===== config.mk =====
export PLATFORM = sky130hd
export DESIGN_NAME = clock_gen_wait_controller
export DESIGN_NICKNAME = d
export VERILOG_FILES = /design/src/logic/clkwait_pkg.sv /design/src/logic/clock_gen_wait_controller.sv
export SDC_FILE = /design/constraint.sdc
export NUM_CORES = 1
export LEC_CHECK = 0
export BUFFER_PORTS_ARGS = -buffer_cell sky130_fd_sc_hd__buf_2
export CORE_UTILIZATION = 45
export CTS_CLUSTER_DIAMETER = 30
export DETAILED_ROUTE_END_ITERATION = 10
export PLACE_DENSITY = 0.8
export REMOVE_ABC_BUFFERS = 1
export SLEW_MARGIN = 20
export SYNTH_ARGS = -nofsm -noshare
export SYNTH_HDL_FRONTEND = slang
export SYNTH_SLANG_ARGS = --single-unit

===== constraint.sdc =====
create_clock -name clk -period 2.5 [get_ports clk]
set_clock_uncertainty 0.2 [all_clocks]
set_input_delay 0.25 -clock clk [delete_from_list [all_inputs] [get_ports clk]]
set_output_delay 0.25 -clock clk [all_outputs]
set_load 0.02 [all_outputs]

===== src/logic/clkwait_pkg.sv =====
/*
 Constants shared by the clock generator and stall controller: register map,
 field positions, reset values, cycle counts and state codes.
 Assumes the single system clock stands in for the oscillator.
*/
`default_nettype none
package clkwait_pkg;
   // Register byte offsets on the AHB-Lite slave
   localparam logic [7:0] OFF_CTRL      = 8'h00;
   localparam logic [7:0] OFF_STATUS    = 8'h04;
   localparam logic [7:0] OFF_IRQ_STAT  = 8'h08;
   localparam logic [7:0] OFF_IRQ_MASK  = 8'h0c;
   // Decoded register index; IDX_NONE marks an unmapped address
   localparam logic [2:0] IDX_CTRL      = 3'h0;
   localparam logic [2:0] IDX_STATUS    = 3'h1;
   localparam logic [2:0] IDX_IRQ_STAT  = 3'h2;
   localparam logic [2:0] IDX_IRQ_MASK  = 3'h3;
   localparam logic [2:0] IDX_NONE      = 3'h4;
   // Control register fields
   localparam int         CTRL_RUN_BIT  = 0;
   localparam int         CTRL_STEP_BIT = 1;
   localparam int         CTRL_CLR_BIT  = 2;
   localparam int         CTRL_TMO_BIT  = 3;
   localparam logic       RUN_RESET     = 1'b1;
   localparam logic       TMO_RESET     = 1'b0;
   // Status register fields
   localparam int         STAT_WAIT_BIT = 0;
   localparam int         STAT_EXP_BIT  = 1;
   localparam int         STAT_MODE_LSB = 2;
   localparam int         STAT_DIV_LSB  = 8;
   // Interrupt status / mask layout
   localparam int         IRQ_EXP_BIT   = 0;
   localparam int         IRQ_STEP_BIT  = 1;
   localparam int         IRQ_REQ_BIT   = 2;
   localparam logic [2:0] IRQ_RESET     = 3'h0;
   // Divider taps: oscillator / 4, / 8, / 16
   localparam int         CPU_TAP       = 1;
   localparam int         PER2_TAP      = 2;
   localparam int         PER1_TAP      = 3;
   // Ready expiry limit and single-step bus cycle, in oscillator clocks
   localparam logic [4:0] EXP_CLKS      = 5'h10;
   localparam logic [3:0] STEP_CLKS     = 4'hc;
   // Processor status codes {code_3, code_2, code_1} that disable expiry
   localparam logic [2:0] CODE_INTERNAL = 3'h0;
   localparam logic [2:0] CODE_REFRESH  = 3'h1;

   typedef enum logic [2:0] {
      M_RUN  = 3'b001,
      M_HALT = 3'b010,
      M_STEP = 3'b100
   } mode_t;

   typedef struct packed {
      mode_t       mode;
      logic [3:0]  step_cnt;
      logic [3:0]  div_cnt;
      logic [4:0]  exp_cnt;
      logic        expiry;
      logic        req_prev;
      logic        wait_n;
      logic        osc_on;
      logic        run;
      logic        tmo_en;
      logic [2:0]  irq_stat;
      logic [2:0]  irq_mask;
      logic        irq;
      logic        wr_pend;
      logic [2:0]  wr_idx;
      logic [31:0] rdata;
   } state_t;
endpackage
`default_nettype wire


===== src/logic/clock_gen_wait_controller.sv =====
/*
 Clock divider and processor stall controller with an AHB-Lite register slave
 and one level interrupt.
 Assumes clk stands for the oscillator; divided clocks are flop outputs and
 all inputs are synchronous to clk.
*/
//Contract
//[RL1] Processor clock is the oscillator divided by four.
//[RL2] Peripheral clocks at oscillator/8 and /16, aligned with other outputs.
//[RL3] Buffered full-rate oscillator copy is provided; osc_tick is instead a flop held high from the first clock after reset.
//[RL4] Extra logic-level clock runs in step with the processor clock.
//[RL5] Divider counters can be cleared to realign all divided clocks.
//[RL6] Stall request combines run/stop, step and peripheral ready.
//[RL7] Halt holds stall output low so processor keeps stalling.
//[RL8] Peripheral ready low requests stall; passed through to stall output.
//[RL9] Enabled expiry forces expiry and stall output high 16 clocks after request.
//[RL10] Status codes for internal operation and refresh suspend expiry counting.
//[RL11] Step while halted releases stall for one bus cycle, then halts again.
//[RL12] Expiry count restarts per request; expiry clears when request released.
`timescale 1ns/1ps
`default_nettype none
module clock_gen_wait_controller
   import clkwait_pkg::*;
(
   input  wire logic        clk,               // system clock (oscillator)
   input  wire logic        reset,             // async reset, active high
   input  wire logic        hsel,              // AHB slave select
   input  wire logic [31:0] haddr,             // AHB address
   input  wire logic [1:0]  htrans,            // AHB transfer type
   input  wire logic        hwrite,            // AHB write
   input  wire logic [2:0]  hsize,             // AHB size (word only)
   input  wire logic [31:0] hwdata,            // AHB write data
   input  wire logic        hready,            // AHB bus ready
   output logic             hreadyout,         // AHB slave ready
   output logic             hresp,             // AHB response, always OKAY
   output logic [31:0]      hrdata,            // AHB read data
   input  wire logic        periph_ready,      // low: peripheral asks for stall
   input  wire logic        cpu_status_code_1, // processor status line 1
   input  wire logic        cpu_status_code_2, // processor status line 2
   input  wire logic        cpu_status_code_3, // processor status line 3
   output logic             osc_tick,          // held high by osc_on from the first clock after reset
   output logic             cpu_clk,           // oscillator / 4
   output logic             cpu_clk_ttl,       // logic-level copy of cpu_clk
   output logic             per_clk_2m,        // oscillator / 8
   output logic             per_clk_1m,        // oscillator / 16
   output logic             cpu_wait_n,        // low: processor inserts stall_cycle
   output logic             timeout_out,       // ready expiry reached
   output logic             irq                // level interrupt
);
   state_t     st;
   state_t     n;
   logic       acc;
   logic       wr_ctrl;
   logic       clr_ev;
   logic       req;
   logic       supp;
   logic       counting;
   logic       step_go;
   logic [2:0] ev;
   logic [2:0] w1c;

   function automatic logic [2:0] reg_index(input logic [31:0] a);
      logic [2:0] r;
      r = IDX_NONE;
      if (a[31:8] == 24'h000000) begin
         case (a[7:0])
            OFF_CTRL:     r = IDX_CTRL;
            OFF_STATUS:   r = IDX_STATUS;
            OFF_IRQ_STAT: r = IDX_IRQ_STAT;
            OFF_IRQ_MASK: r = IDX_IRQ_MASK;
            default:      r = IDX_NONE;
         endcase
      end
      return r;
   endfunction

   // Internal operations and refresh are not peripheral waits
   function automatic logic expiry_suppressed(input logic [2:0] code);
      return (code == CODE_INTERNAL) || (code == CODE_REFRESH);
   endfunction

   always_comb begin
      n        = st;
      ev       = 3'h0;
      acc      = hsel && htrans[1] && hready;
      wr_ctrl  = st.wr_pend && (st.wr_idx == IDX_CTRL);
      w1c      = (st.wr_pend && st.wr_idx == IDX_IRQ_STAT) ? hwdata[2:0] : 3'h0;
      clr_ev   = wr_ctrl && hwdata[CTRL_CLR_BIT];
      req      = !periph_ready;
      supp     = expiry_suppressed({cpu_status_code_3, cpu_status_code_2,
                                    cpu_status_code_1});
      counting = req && st.tmo_en && !supp;
      step_go  = 1'b0;

      // Register writes land in the data phase
      if (wr_ctrl) begin
         n.run    = hwdata[CTRL_RUN_BIT];
         n.tmo_en = hwdata[CTRL_TMO_BIT];
      end
      if (st.wr_pend && st.wr_idx == IDX_IRQ_MASK) begin
         n.irq_mask = hwdata[2:0];
      end

      // One counter feeds every divided clock, so all edges share a phase
      n.osc_on  = 1'b1;                                          // RL3
      n.div_cnt = clr_ev ? 4'h0 : st.div_cnt + 4'h1;             // RL1 RL2 RL5

      // Ready expiry counter
      n.req_prev = req;
      if (!req) begin
         n.exp_cnt = 5'h00;                                      // RL12
      end else if (!st.req_prev) begin
         n.exp_cnt = counting ? 5'h01 : 5'h00;                   // RL12
         ev[IRQ_REQ_BIT] = 1'b1;
      end else if (counting && st.exp_cnt != EXP_CLKS) begin
         n.exp_cnt = st.exp_cnt + 5'h01;                         // RL10
      end
      n.expiry = (n.exp_cnt == EXP_CLKS) && st.tmo_en;           // RL9
      ev[IRQ_EXP_BIT] = n.expiry && !st.expiry;

      // Run, halt and single step; a run written mid-step waits for its end
      case (st.mode)
         M_RUN: begin
            if (!n.run) begin
               n.mode = M_HALT;
            end
         end
         M_HALT: begin
            if (n.run) begin
               n.mode = M_RUN;
            end else if (wr_ctrl && hwdata[CTRL_STEP_BIT]) begin
               step_go    = 1'b1;
               n.mode     = M_STEP;                              // RL11
               n.step_cnt = STEP_CLKS - 4'h1;
            end
         end
         M_STEP: begin
            if (st.step_cnt == 4'h0) begin
               n.mode = M_HALT;                                  // RL11
               ev[IRQ_STEP_BIT] = 1'b1;
            end else begin
               n.step_cnt = st.step_cnt - 4'h1;
            end
         end
         default: begin
            n.mode = M_HALT;
         end
      endcase

      // Halt forces a stall; otherwise ready, relieved by expiry, decides
      n.wait_n = (n.mode != M_HALT) && (periph_ready || n.expiry); // RL6 RL7 RL8 RL9

      // Hardware event wins over a same-cycle write-one-to-clear
      n.irq_stat = (st.irq_stat & ~w1c) | ev;
      n.irq      = |(n.irq_stat & n.irq_mask);

      // Address phase: latch write target, fetch read word for data phase
      n.wr_pend = acc && hwrite;
      n.wr_idx  = reg_index(haddr);
      if (acc && !hwrite) begin
         case (reg_index(haddr))
            IDX_CTRL: begin
               n.rdata = 32'h0;
               n.rdata[CTRL_RUN_BIT] = st.run;
               n.rdata[CTRL_TMO_BIT] = st.tmo_en;
            end
            IDX_STATUS: begin
               n.rdata = 32'h0;
               n.rdata[STAT_WAIT_BIT] = st.wait_n;
               n.rdata[STAT_EXP_BIT]  = st.expiry;
               n.rdata[STAT_MODE_LSB +: 3] = st.mode;
               n.rdata[STAT_DIV_LSB +: 4]  = st.div_cnt;
            end
            IDX_IRQ_STAT: n.rdata = {29'h0, st.irq_stat};
            IDX_IRQ_MASK: n.rdata = {29'h0, st.irq_mask};
            default:      n.rdata = 32'h0;
         endcase
      end
   end

   always_ff @(posedge clk or posedge reset) begin
      if (reset) begin
         st          <= '0;
         st.mode     <= M_RUN;
         st.run      <= RUN_RESET;
         st.tmo_en   <= TMO_RESET;
         st.irq_stat <= IRQ_RESET;
         st.irq_mask <= IRQ_RESET;
         st.wr_idx   <= IDX_NONE;
      end else begin
         st <= n;
      end
   end

   assign hreadyout   = 1'b1;
   assign hresp       = 1'b0;
   assign hrdata      = st.rdata;
   assign osc_tick    = st.osc_on;
   assign cpu_clk     = st.div_cnt[CPU_TAP];
   assign cpu_clk_ttl = st.div_cnt[CPU_TAP];                     // RL4
   assign per_clk_2m  = st.div_cnt[PER2_TAP];
   assign per_clk_1m  = st.div_cnt[PER1_TAP];
   assign cpu_wait_n  = st.wait_n;
   assign timeout_out = st.expiry;
   assign irq         = st.irq;
endmodule
`default_nettype wire


==> results by group, run 1 <==
Logic synthesis
  – Multiplexer area fraction after synthesis: 6.865%
  – Compound-Gate Fraction of Synth Area: 8.865%
  – Sequential cell area fraction in the yosys report: 45.57%
  – Ys flop type: dfrtp_1
  – Main combinational cell family by area after synthesis: simple AND/OR/NAND/NOR gates
  – Synth area leader: dfrtp_1
  – Most frequent cell after synthesis: dfrtp_1
  – Post-Synth Adder-Cell Area: 2.162%
  – Share of flip-flops with an asynchronous set or reset: 100.0%
  – Post-Synth XOR/XNOR Area: 1.514%
  – Ys Warns: 0
  – Top cell type's share of synthesized area: 42.16%
  – Count of cell types in the netlist: 43
  – Synth Instances: 237
  – Synth Register Bits: 42
  – Syn Area/Cell: 9.767 sq um
  – Post-synthesis instance area: 2315 sq um
  – EDFF count, synth: 0
  – Synth area leaders: dfrtp_1 42%, buf_4 11%, nand2_1 4.4%, mux2i_1 3.5%, dfstp_2 3.4%
  – Synth top cells by count: 39 x dfrtp_1, 35 x buf_4, 27 x nand2_1
  – Synth Area in Simple Gates: 20.59%

Timing
  – Post-layout min period: 2418 ps
  – Setup slack after layout: 82.31 ps
  – F_max: 413.6 MHz
  – Worst Tran Pin Value: 519.5 ps
  – Fraction of the cycle the final worst path needs: 96.71%
  – Setup TNS: 0 ps
  – Final hold vios: 0
  – Final max-slew violation count: 0
  – Final setup viols: 0
  – Rel. slew slack: 65.37%
  – RSZ-0062 raised after global routing: false

Cells and area
  – ANT cells: 0
  – Area grow syn2layout: 15.57%
  – Nets@finish: 380
  – Fillcell total: 471
  – Design area: 2675 sq um
  – Share of layout cells above drive strength 1: 29.10%

Route
  – Vias/cell: 4.809
  – First-pass iteration count of the detailed router: 4
  – WL/cell: 12.26 um
  – Starting DRC count in detailed routing: 92
  – DRT Wirelength: 4487 um
  – # DRC: 0
  – Final ANT Viol Nets: 0
  – Routed vias: 1760

Worst setup path
  – CP max stage delay: 530 ps
  – Startpoint Class: input port
  – Crit Path Category: in2reg
  – Crit Path Max Fanout: 5
  – Crit path required time: 2530 ps
  – CP Capture Type: flip-flop
  – Worst Path Buf+Inv: 2
  – Critical path data arrival time: 2450 ps
  – Slowest-stage cell, CP: or4_4
  – CP cell instances: dlygate4sd3_1, buf_2, nand2b_2, or4_4, a21oi_4, and3_1, and4bb_1, a31o_1
  – Crit path max-delay family: simple AND/OR/NAND/NOR gates

Clock network
  – CTS tree: done
  – Clk Latency, worst-skew pair: 300 ps
  – Clock Tree Root: clkbuf_8
  – H-tree levels: 2
  – Post-CTS setup repair buffer count: 0
  – Clk buf depth: 2
  – CTS Buf Count: 5
  – Clk slew on worst S/H paths: 70 ps
  – Clk sinks: 42

Die
  – Initial Utilization: 47.74%
  – Floorplan core area: 4848 sq um
  – Die area: 5435 sq um
  – Die width: 73.72 um
  – I/O pin cnt: 120
  – Die Ht: 73.72 um
  – Cell row count: 25

Global routing
  – Largest net degree at the start of global routing: 43
  – Vias in the first global route: 1637
  – First-pass GRT wire length: 7452 um
  – Initial antenna violation count: 0
  – Global route total overflow: 0
  – Global Route Usage Sum: 18.51%

Flow run
  – Max Cap Viol: 0

Power and ir drop
  – Pwr dens: 469.2 nW/um^2
  – Total power: 1.255 mW
  – Static Leakage: 1.300 nW
  – Max VDD drop: 281.7 uV

Place
  – DP Worst Slack: 149.6 ps
  – GPL Wtd Cong: 0.7752
  – Port bufs: 61
  – Cell Area, Placed: 2542 sq um
  – DP HPWL: 3324 um

Hold path
  – Min-delay worst type: in2reg

Run status
  – Status: completed
layer usage:
layer  global-route usage [%]  vias to the layer above  wire length (um)
li1                         -                      873                 -
met1                    22.30                      814              2004
met2                    31.29                       63              2218
met3                    4.938                       10               189
met4                    7.479                        0                76
met5                        0                        -                 0
worst paths after layout:
| kind | from | to | slack (ps) | depth (start not counted) |
|---|---|---|---|---|
| max | periph_ready | irq$_DFF_PP0_ | 80 | 8 |
| min | haddr[3] | hrdata[3]$_DFFE_PP0P_ | 30 | 2 |
| max reg2reg | st[49]$_DFF_PP0_ | irq$_DFF_PP0_ | 110 | 8 |
| min reg2reg | hrdata[4]$_DFFE_PP0P_ | hrdata[4]$_DFFE_PP0P_ | 280 | 2 |
| max in group asynchronous | reset | st[44]$_DFF_PP1_ | 1290 | 4 |
| min in group asynchronous | reset | per_clk_2m$_DFF_PP0_ | 430 | 4 |
worst reg2reg max path: cells and delay by family, from the launching register on:
family          cells  cell delay (ps)
compound gates      1              220
flops               1              410
simple gates        4              810
fa+ha+maj           1              200
mux                 1              360
buf+inv             1               80
state kept, by name, indices dropped and copies added, names as in the netlist:
name	cells
cpu_clk	1
cpu_wait_n	1
hrdata	9
irq	1
osc_tick	1
per_clk_1m	1
per_clk_2m	1
st	26
timeout_out	1
metrics by stage:
step / std cells / util (%) / hold WS, ps
2_1_floorplan: 223 / - / 121.4
3_3_place_gp: 354 / 52.44 / 209.4
3_5_place_dp: 354 / 52.44 / 211.8
4_1_cts: 366 / 55.12 / 24.31
5_1_grt: 366 / 55.17 / 43.23
6_report: 366 / 55.17 / 27.05
final cells by class:
class | instances | area [sq um] | share of cell area, %
clock buffers | 8 | 90.09 | 3.368
inverters | 14 | 52.55 | 1.964
multi-input cells | 167 | 1026 | 38.35
flip-flops and latches | 42 | 1055 | 39.43
well taps | 67 | 83.83 | 3.134
repair buffers | 68 | 367.9 | 13.75
layout by cell type (no fill, tap or decap), types with 2 or more instances in the layout:
cell	Yosys	layout
a21oi_1	5	5
a31oi_1	2	2
and3_1	2	2
and4bb_2	2	2
buf_2	0	61
buf_4	35	3
clkbuf_1	3	2
clkbuf_8	0	6
conb_1	2	26
dfrtp_1	39	39
dfstp_2	3	3
dlygate4sd3_1	0	4
ha_1	4	4
inv_1	14	14
mux2_2	5	5
mux2i_1	8	8
nand2_1	27	27
nand2b_1	7	6
nand3_1	5	5
nand4b_1	4	4
nor2_1	19	19
nor3_1	7	7
nor4_1	6	6
o21ai_0	12	11
o31ai_1	3	3
xnor2_1	3	3
cells by family after synthesis:
group / Yosys count
flops: 42
compound gates: 31
buf+inv: 52
simple gates: 88
xor+xnor: 4
fa+ha+maj: 4
mux: 14
other cells: 2
power breakdown:
| part | switching [mW] | total (mW) | internal [mW] |
|---|---|---|---|
| Sequential | 0.00269 | 0.687 | 0.684 |
| Clock | 0.222 | 0.447 | 0.225 |
| Combinational | 0.0789 | 0.121 | 0.0424 |
| Total | 0.303 | 1.26 | 0.952 |
timing repair:
action	4_1_cts	5_1_grt
endpoints found under the hold margin	42	0
hold buffers	4	0
resized for setup	0	2
endpoints found under the setup margin	0	3
(Power assumes the default switching activity.)
==> run 2, diff against run 1 <==
- CORE_UTILIZATION: 45 -> 47
- CTS_BUF_LIST: default -> sky130_fd_sc_hd__clkbuf_8
- PLACE_DENSITY: 0.8 -> 0.83
==> run 2 against run 1 <==
  * Clock power is essentially flat
  * Sequential power about the same
  * First-iteration DRC count rose by 59%
  * Critical path depth stayed put
  * Power shrank 0.15%
  * Final cell count is the same
  * Register-to-register slack is essentially flat
  * Largest cell class unchanged
==> results by group, run 2 (synthesis gave the netlist of run 1 again) <==
Cells and area
  – ANT cells: 0 (unchanged)
  – Max reg flops: 26 (unchanged)
  – Area grow syn2layout: 15.62% (about the same)
  – Final non-filler cell total: 366 (unchanged)
  – Nets@finish: 380 (unchanged)
  – Share of layout cells above drive strength 1: 29.77% (+0.67 points)
  – Reg with most FFs: st
  – Most frequent cells in the layout: 61 x buf_2, 39 x dfrtp_1, 27 x nand2_1
  – Commonest non-fill, non-tap cell in the layout: buf_2

Power and ir drop
  – Logic pwr share: 9.7% (about the same)
  – Internal power: 945.5 uW (-0.69%)
  – Reg power frac: 54.8% (about the same)
  – Max VDD drop: 223.5 uV (-21%)
  – Switching share of total power: 24.56% (+0.41 points)
  – Pwr dens: 468.3 nW/um^2 (-0.20%)
  – Clk pwr share: 35.5% (about the same)
  – Sw Pwr: 307.8 uW (+1.5%)
  – Static Leakage: 1.303 nW (+0.23%)

Worst setup path
  – Startpoint Class: input port
  – Crit Path Max Fanout: 5 (unchanged)
  – Reg-to-Reg Start: st[49]$_DFF_PP0_
  – Critical path data arrival time: 2430 ps (-20 ps)
  – Worst Path Buf+Inv: 2 (unchanged)
  – CP Capture Type: flip-flop
  – Register-to-Register Path Depth: 8 (unchanged)
  – Slowest-stage cell, CP: or4_4
  – CP max stage delay: 540 ps (about the same)
  – CP cell instances: dlygate4sd3_1, buf_2, nand2b_2, or4_4, a21oi_4, and3_1, and4bb_2, a31o_1
  – RR Endpoint: irq$_DFF_PP0_
  – Crit Path Category: in2reg
  – Crit path max-delay family: simple AND/OR/NAND/NOR gates
  – Reg-to-reg setup timing slack: 120 ps (about the same)
  – Crit path required time: 2540 ps (about the same)

Die
  – Floorplan core area: 4723 sq um (-2.6%)
  – I/O pin cnt: 120 (unchanged)
  – Die Ht: 72.18 um (-2.1%)
  – Die area: 5209 sq um (-4.1%)
  – Initial Utilization: 49.01% (+1.3 points)
  – Cell row count: 25 (unchanged)
  – Die width: 72.18 um (-2.1%)

Flow run
  – Max Cap Viol: 0 (unchanged)

Route
  – Final ANT Viol Nets: 0 (unchanged)
  – DRT Wirelength: 4519 um (+0.71%)
  – # DRC: 0 (unchanged)
  – First-pass iteration count of the detailed router: 4 (unchanged)
  – Starting DRC count in detailed routing: 146 (+59%)
  – Vias/cell: 4.795 (-0.28%)
  – WL/cell: 12.35 um (+0.71%)
  – Routed vias: 1755 (-0.28%)

Timing
  – RSZ-0062 raised after global routing: false
  – Final hold vios: 0 (unchanged)
  – Post-layout min period: 2394 ps (-23.53 ps)
  – Final max-slew violation count: 0 (unchanged)
  – Final setup viols: 0 (unchanged)
  – F_max: 417.7 MHz (+0.98%)
  – Rel. slew slack: 64.80% (-0.57 points)
  – Worst Tran Pin Value: 528.0 ps (+8.539 ps)
  – Setup TNS: 0 ps (unchanged)
  – Fraction of the cycle the final worst path needs: 95.77% (-0.94 points)

Clock network
  – CTS Buf Count: 5 (unchanged)
  – CTS tree: done
  – H-tree levels: 2 (unchanged)
  – Clk buf depth: 2 (unchanged)
  – Clock Tree Root: clkbuf_8
  – Clk Latency, worst-skew pair: 290 ps (about the same)
  – Clk sinks: 42 (unchanged)
  – Clk slew on worst S/H paths: 80 ps (about the same)

Place
  – GPL Wtd Cong: 0.8157 (+5.2%)
  – Cell Count Post-Placement: 354 (unchanged)
  – DP HPWL: 3581 um (+7.7%)
  – Port bufs: 61 (unchanged)

Global routing
  – First-pass GRT wire length: 7176 um (-3.7%)
  – Largest net degree at the start of global routing: 43 (unchanged)
  – Initial antenna violation count: 0 (unchanged)
  – Global route total overflow: 0 (unchanged)
  – Global Route Usage Sum: 18.12% (-0.39 points)
  – Vias in the first global route: 1626 (-0.67%)

Hold path
  – Hold Path Sink: st[35]$_DFF_PP0_
  – Hold_sp: htrans[1]
  – Min-delay worst type: in2reg
  – Hold-critical path depth: 3 (+1)

Run status
  – Status: completed
==> run 2: cell count changes in the layout (fill, tap and decap cells not counted), sizes merged <==
| cell | change |
|---|---|
| clkbuf | -2 |
| clkinv | +1 |
| inv | +1 |
==> run 2: per-stage QoR <==
step | instance area (sq um) | setup slack [ps] | util, % | power, mW | hold slack (ps)
final | 2676 | 105.8 | 56.66 | 1.253 | 20.00
after global routing | 2676 | 19.88 | 56.66 | 1.301 | 44.38
after CTS | 2674 | 65.23 | 56.61 | 1.263 | 20.29
after detailed placement | 2542 | 127.3 | 53.83 | 0.8176 | 206.6
after global placement | 2542 | 187.1 | 53.83 | 0.8141 | 203.0
after floorplan | 2131 | 306.4 | - | 0.7666 | 121.4
==> run 2: per-layer routing <==
| metal | global-route usage, % | vias to the layer above | part of all wire (%) |
|---|---|---|---|
| li1 | - | 869 | - |
| met1 | 21.40 | 828 | 43 |
| met2 | 31.57 | 54 | 51 |
| met3 | 5.556 | 4 | 5.3 |
| met4 | 5.664 | 0 | 0.89 |
| met5 | 0 | - | 0 |
==> run 2: power groups by stage <==
stage               clock network [mW]  registers (mW)  logic (mW)
floorplan                            0           0.702      0.0647
CTS                              0.454           0.687       0.122
global placement                     0           0.700       0.114
global route                     0.479           0.688       0.135
detailed placement                   0           0.700       0.117
finish                           0.444           0.687       0.122
==> run 2: worst register-to-register path: cells and delay by family (launching register included) <==
kind | cells | cell delay [ps]
compound gates | 1 | 210
fa+ha+maj | 1 | 190
buf+inv | 1 | 80
flops | 1 | 400
mux | 1 | 360
simple gates | 4 | 840
==> run 2: worst max-delay path by stage <==
stage	slack (ps)	start	cells past startpoint	to
finish	110	periph_ready	8	irq$_DFF_PP0_
detailed placement	130	st[49]$_DFF_PP0_	8	irq$_DFF_PP0_
global placement	190	st[49]$_DFF_PP0_	8	irq$_DFF_PP0_
global route	20	st[49]$_DFF_PP0_	8	irq$_DFF_PP0_
floorplan	310	st[49]$_DFF_PP0_	8	irq$_DFF_PP0_
CTS	70	periph_ready	8	irq$_DFF_PP0_
==> run 2: what timing repair did <==
item | 4_1_cts | 5_1_grt
hold buffers | 4 | 0
gates resized for setup | 0 | 2
endpoints found under the hold margin | 42 | 0
setup endpoints to repair | 0 | 3
buffers inserted | 0 | 0
==> run 2: area by class of cell <==
| type | count | area (sq um) |
|---|---|---|
| Fill cell | 415 | 2047 |
| Multi-Input combinational cell | 167 | 1026 |
| Clock buffer | 6 | 82.58 |
| Sequential cell | 42 | 1055 |
| Timing Repair Buffer | 68 | 367.9 |
| Tap cell | 67 | 83.83 |
| Clock inverter | 2 | 8.758 |
| Inverter | 14 | 52.55 |
==> run 3, diff against run 2 <==
- CORE_UTILIZATION: 47 -> 40
- PLACE_DENSITY: 0.83 -> 0.72
==> run 3 against run 2 <==
  * Largest cell class unchanged
  * Routed wire length is 0.82% lower
  * Die area grew 17%
  * Global-route usage down 2.7 points
  * Critical path type unchanged
  * Critical endpoint unchanged
  * Sequential power hardly changed
==> results by group, run 3 (synthesis gave the netlist of run 1 again) <==
Power and ir drop
  – Clk pwr share: 34.0% (-1.5 points)
  – Switching share of total power: 25.22% (+0.66 points)
  – Reg power frac: 56.1% (+1.3 points)
  – Max VDD drop: 195.7 uV (-12%)
  – Pwr dens: 456.9 nW/um^2 (-2.4%)
  – Static Leakage: 1.305 nW (+0.17%)
  – Internal power: 916.2 uW (-3.1%)
  – Sw Pwr: 309.0 uW (+0.39%)
  – Logic pwr share: 9.9% (+0.2 points)

Place
  – Cell Count Post-Placement: 359 (+1.4%)
  – DP HPWL: 3363 um (-6.1%)
  – Port bufs: 61 (unchanged)
  – GPL Wtd Cong: 0.8314 (+1.9%)

Timing
  – Fraction of the cycle the final worst path needs: 97.82% (+2.0 points)
  – Final hold vios: 0 (unchanged)
  – Rel. slew slack: 64.73% (-0.074 points)
  – Final max-slew violation count: 0 (unchanged)
  – Worst Tran Pin Value: 529.1 ps (+1.106 ps)
  – RSZ-0062 raised after global routing: false
  – Final setup viols: 0 (unchanged)
  – Setup TNS: 0 ps (unchanged)
  – Post-layout min period: 2445 ps (+51.22 ps)
  – F_max: 408.9 MHz (-2.1%)

Die
  – Initial Utilization: 41.78% (-7.2 points)
  – I/O pin cnt: 120 (unchanged)
  – Die area: 6095 sq um (+17%)
  – Die Ht: 78.07 um (+8.2%)
  – Floorplan core area: 5540 sq um (+17%)
  – Cell row count: 27 (+8.0%)
  – Die width: 78.07 um (+8.2%)

Clock network
  – CTS Buf Count: 5 (unchanged)
  – Clk buf depth: 2 (unchanged)
  – Clk Latency, worst-skew pair: 300 ps (about the same)
  – CTS tree: done
  – Clk sinks: 42 (unchanged)
  – Clock Tree Root: clkbuf_8
  – H-tree levels: 2 (unchanged)
  – Clk slew on worst S/H paths: 80 ps (about the same)

Cells and area
  – Share of layout cells above drive strength 1: 30.00% (+0.23 points)
  – Area of the multi-input gates: 1026 sq um (unchanged)
  – Final non-filler cell total: 372 (+1.6%)
  – Reg with most FFs: st
  – ANT cells: 0 (unchanged)
  – Most frequent cells in the layout: 61 x buf_2, 39 x dfrtp_1, 27 x nand2_1
  – Fillcell total: 553 (+33%)
  – FF+latch area: 1055 sq um (unchanged)
  – Area grow syn2layout: 15.84%
  – Nets@finish: 381 (+0.26%)
  – Max reg flops: 26 (unchanged)
  – Commonest non-fill, non-tap cell in the layout: buf_2

Worst setup path
  – CP Capture Type: flip-flop
  – Slowest-stage cell, CP: or4_4
  – Worst Path Buf+Inv: 2 (unchanged)
  – CP max stage delay: 540 ps (about the same)
  – Crit Path Max Fanout: 5 (unchanged)
  – CP cell instances: dlygate4sd3_1, buf_2, nand2b_2, or4_4, a21oi_4, and3_1, and4bb_2, a31o_1
  – Critical path data arrival time: 2480 ps (+50 ps)
  – WP depth: 8 (unchanged)
  – Startpoint Class: input port
  – Register-to-Register Path Depth: 8 (unchanged)
  – Crit path max-delay family: simple AND/OR/NAND/NOR gates
  – Crit path required time: 2530 ps (about the same)
  – Crit Path Category: in2reg

Route
  – Starting DRC count in detailed routing: 80 (-45%)
  – # DRC: 0 (unchanged)
  – DRT Wirelength: 4482 um (-0.82%)
  – Routed vias: 1770 (+0.85%)
  – Final ANT Viol Nets: 0 (unchanged)
  – First-pass iteration count of the detailed router: 4 (unchanged)
  – Vias/cell: 4.758 (-0.77%)
  – WL/cell: 12.05 um (-2.4%)

Global routing
  – Largest net degree at the start of global routing: 43 (unchanged)
  – First-pass GRT wire length: 7265 um (+1.2%)
  – Global Route Usage Sum: 15.44% (-2.7 points)
  – Vias in the first global route: 1617 (-0.55%)
  – Initial antenna violation count: 0 (unchanged)
  – Global route total overflow: 0 (unchanged)

Hold path
  – Hold-critical path depth: 2 (-1)
  – Min-delay worst type: in2reg

Run status
  – Status: completed

Flow run
  – Max Cap Viol: 0 (unchanged)
## run 3: worst paths after layout
check                                 startpoint                    end  slack, ps
min reg2reg                hrdata[8]$_DFFE_PP0P_  hrdata[8]$_DFFE_PP0P_        280
max in group asynchronous                  reset       st[44]$_DFF_PP1_       1300
min in group asynchronous                  reset       st[42]$_DFF_PP0_        430
max                                 periph_ready          irq$_DFF_PP0_         50
min                                     haddr[3]  hrdata[3]$_DFFE_PP0P_          7
max reg2reg                     st[50]$_DFF_PP0_          irq$_DFF_PP0_        150
## run 3: layout make-up
cell class	count	area share [%]
inverters	14	1.960
well taps	72	3.360
flip-flops and latches	42	39.34
clock inverters	3	0.5133
repair buffers	69	14.00
multi-input cells	167	38.26
clock buffers	5	2.566
## run 3: timing repair
| item | in CTS | in global routing |
|---|---|---|
| resized for setup | 0 | 2 |
| buffers inserted | 0 | 1 |
| setup endpoints to repair | 0 | 1 |
| hold endpoints to repair | 42 | 0 |
| hold buffers | 4 | 0 |
## run 3: per-layer routing
metal  routed length [um]  global-route usage, %  vias to the layer above
li1                     -                      -                      869
met1                 2035                  19.63                      826
met2                 2085                  24.91                       66
met3                  292                  4.535                        9
met4                   70                  5.556                        0
met5                    0                      0                        -
## run 3: power groups by stage
| stage | Sequential [mW] | Clock, mW | Combinational (mW) |
|---|---|---|---|
| floorplan | 0.702 | 0 | 0.0647 |
| global placement | 0.700 | 0 | 0.116 |
| detailed placement | 0.700 | 0 | 0.117 |
| CTS | 0.687 | 0.432 | 0.122 |
| global route | 0.688 | 0.465 | 0.134 |
| finish | 0.687 | 0.417 | 0.121 |
## run 3: per-stage QoR
step	hold slack [ps]	cell area (sq um)	total power, mW	util [%]	setup WS [ps]
6_report	7.401	2681	1.225	48.40	54.62
3_3_place_gp	212.9	2549	0.8156	46.00	156.8
2_1_floorplan	121.4	2131	0.7666	-	306.4
3_5_place_dp	209.4	2549	0.8168	46.00	126.8
5_1_grt	17.52	2681	1.287	48.40	10.09
4_1_cts	2.352	2671	1.240	48.22	60.22
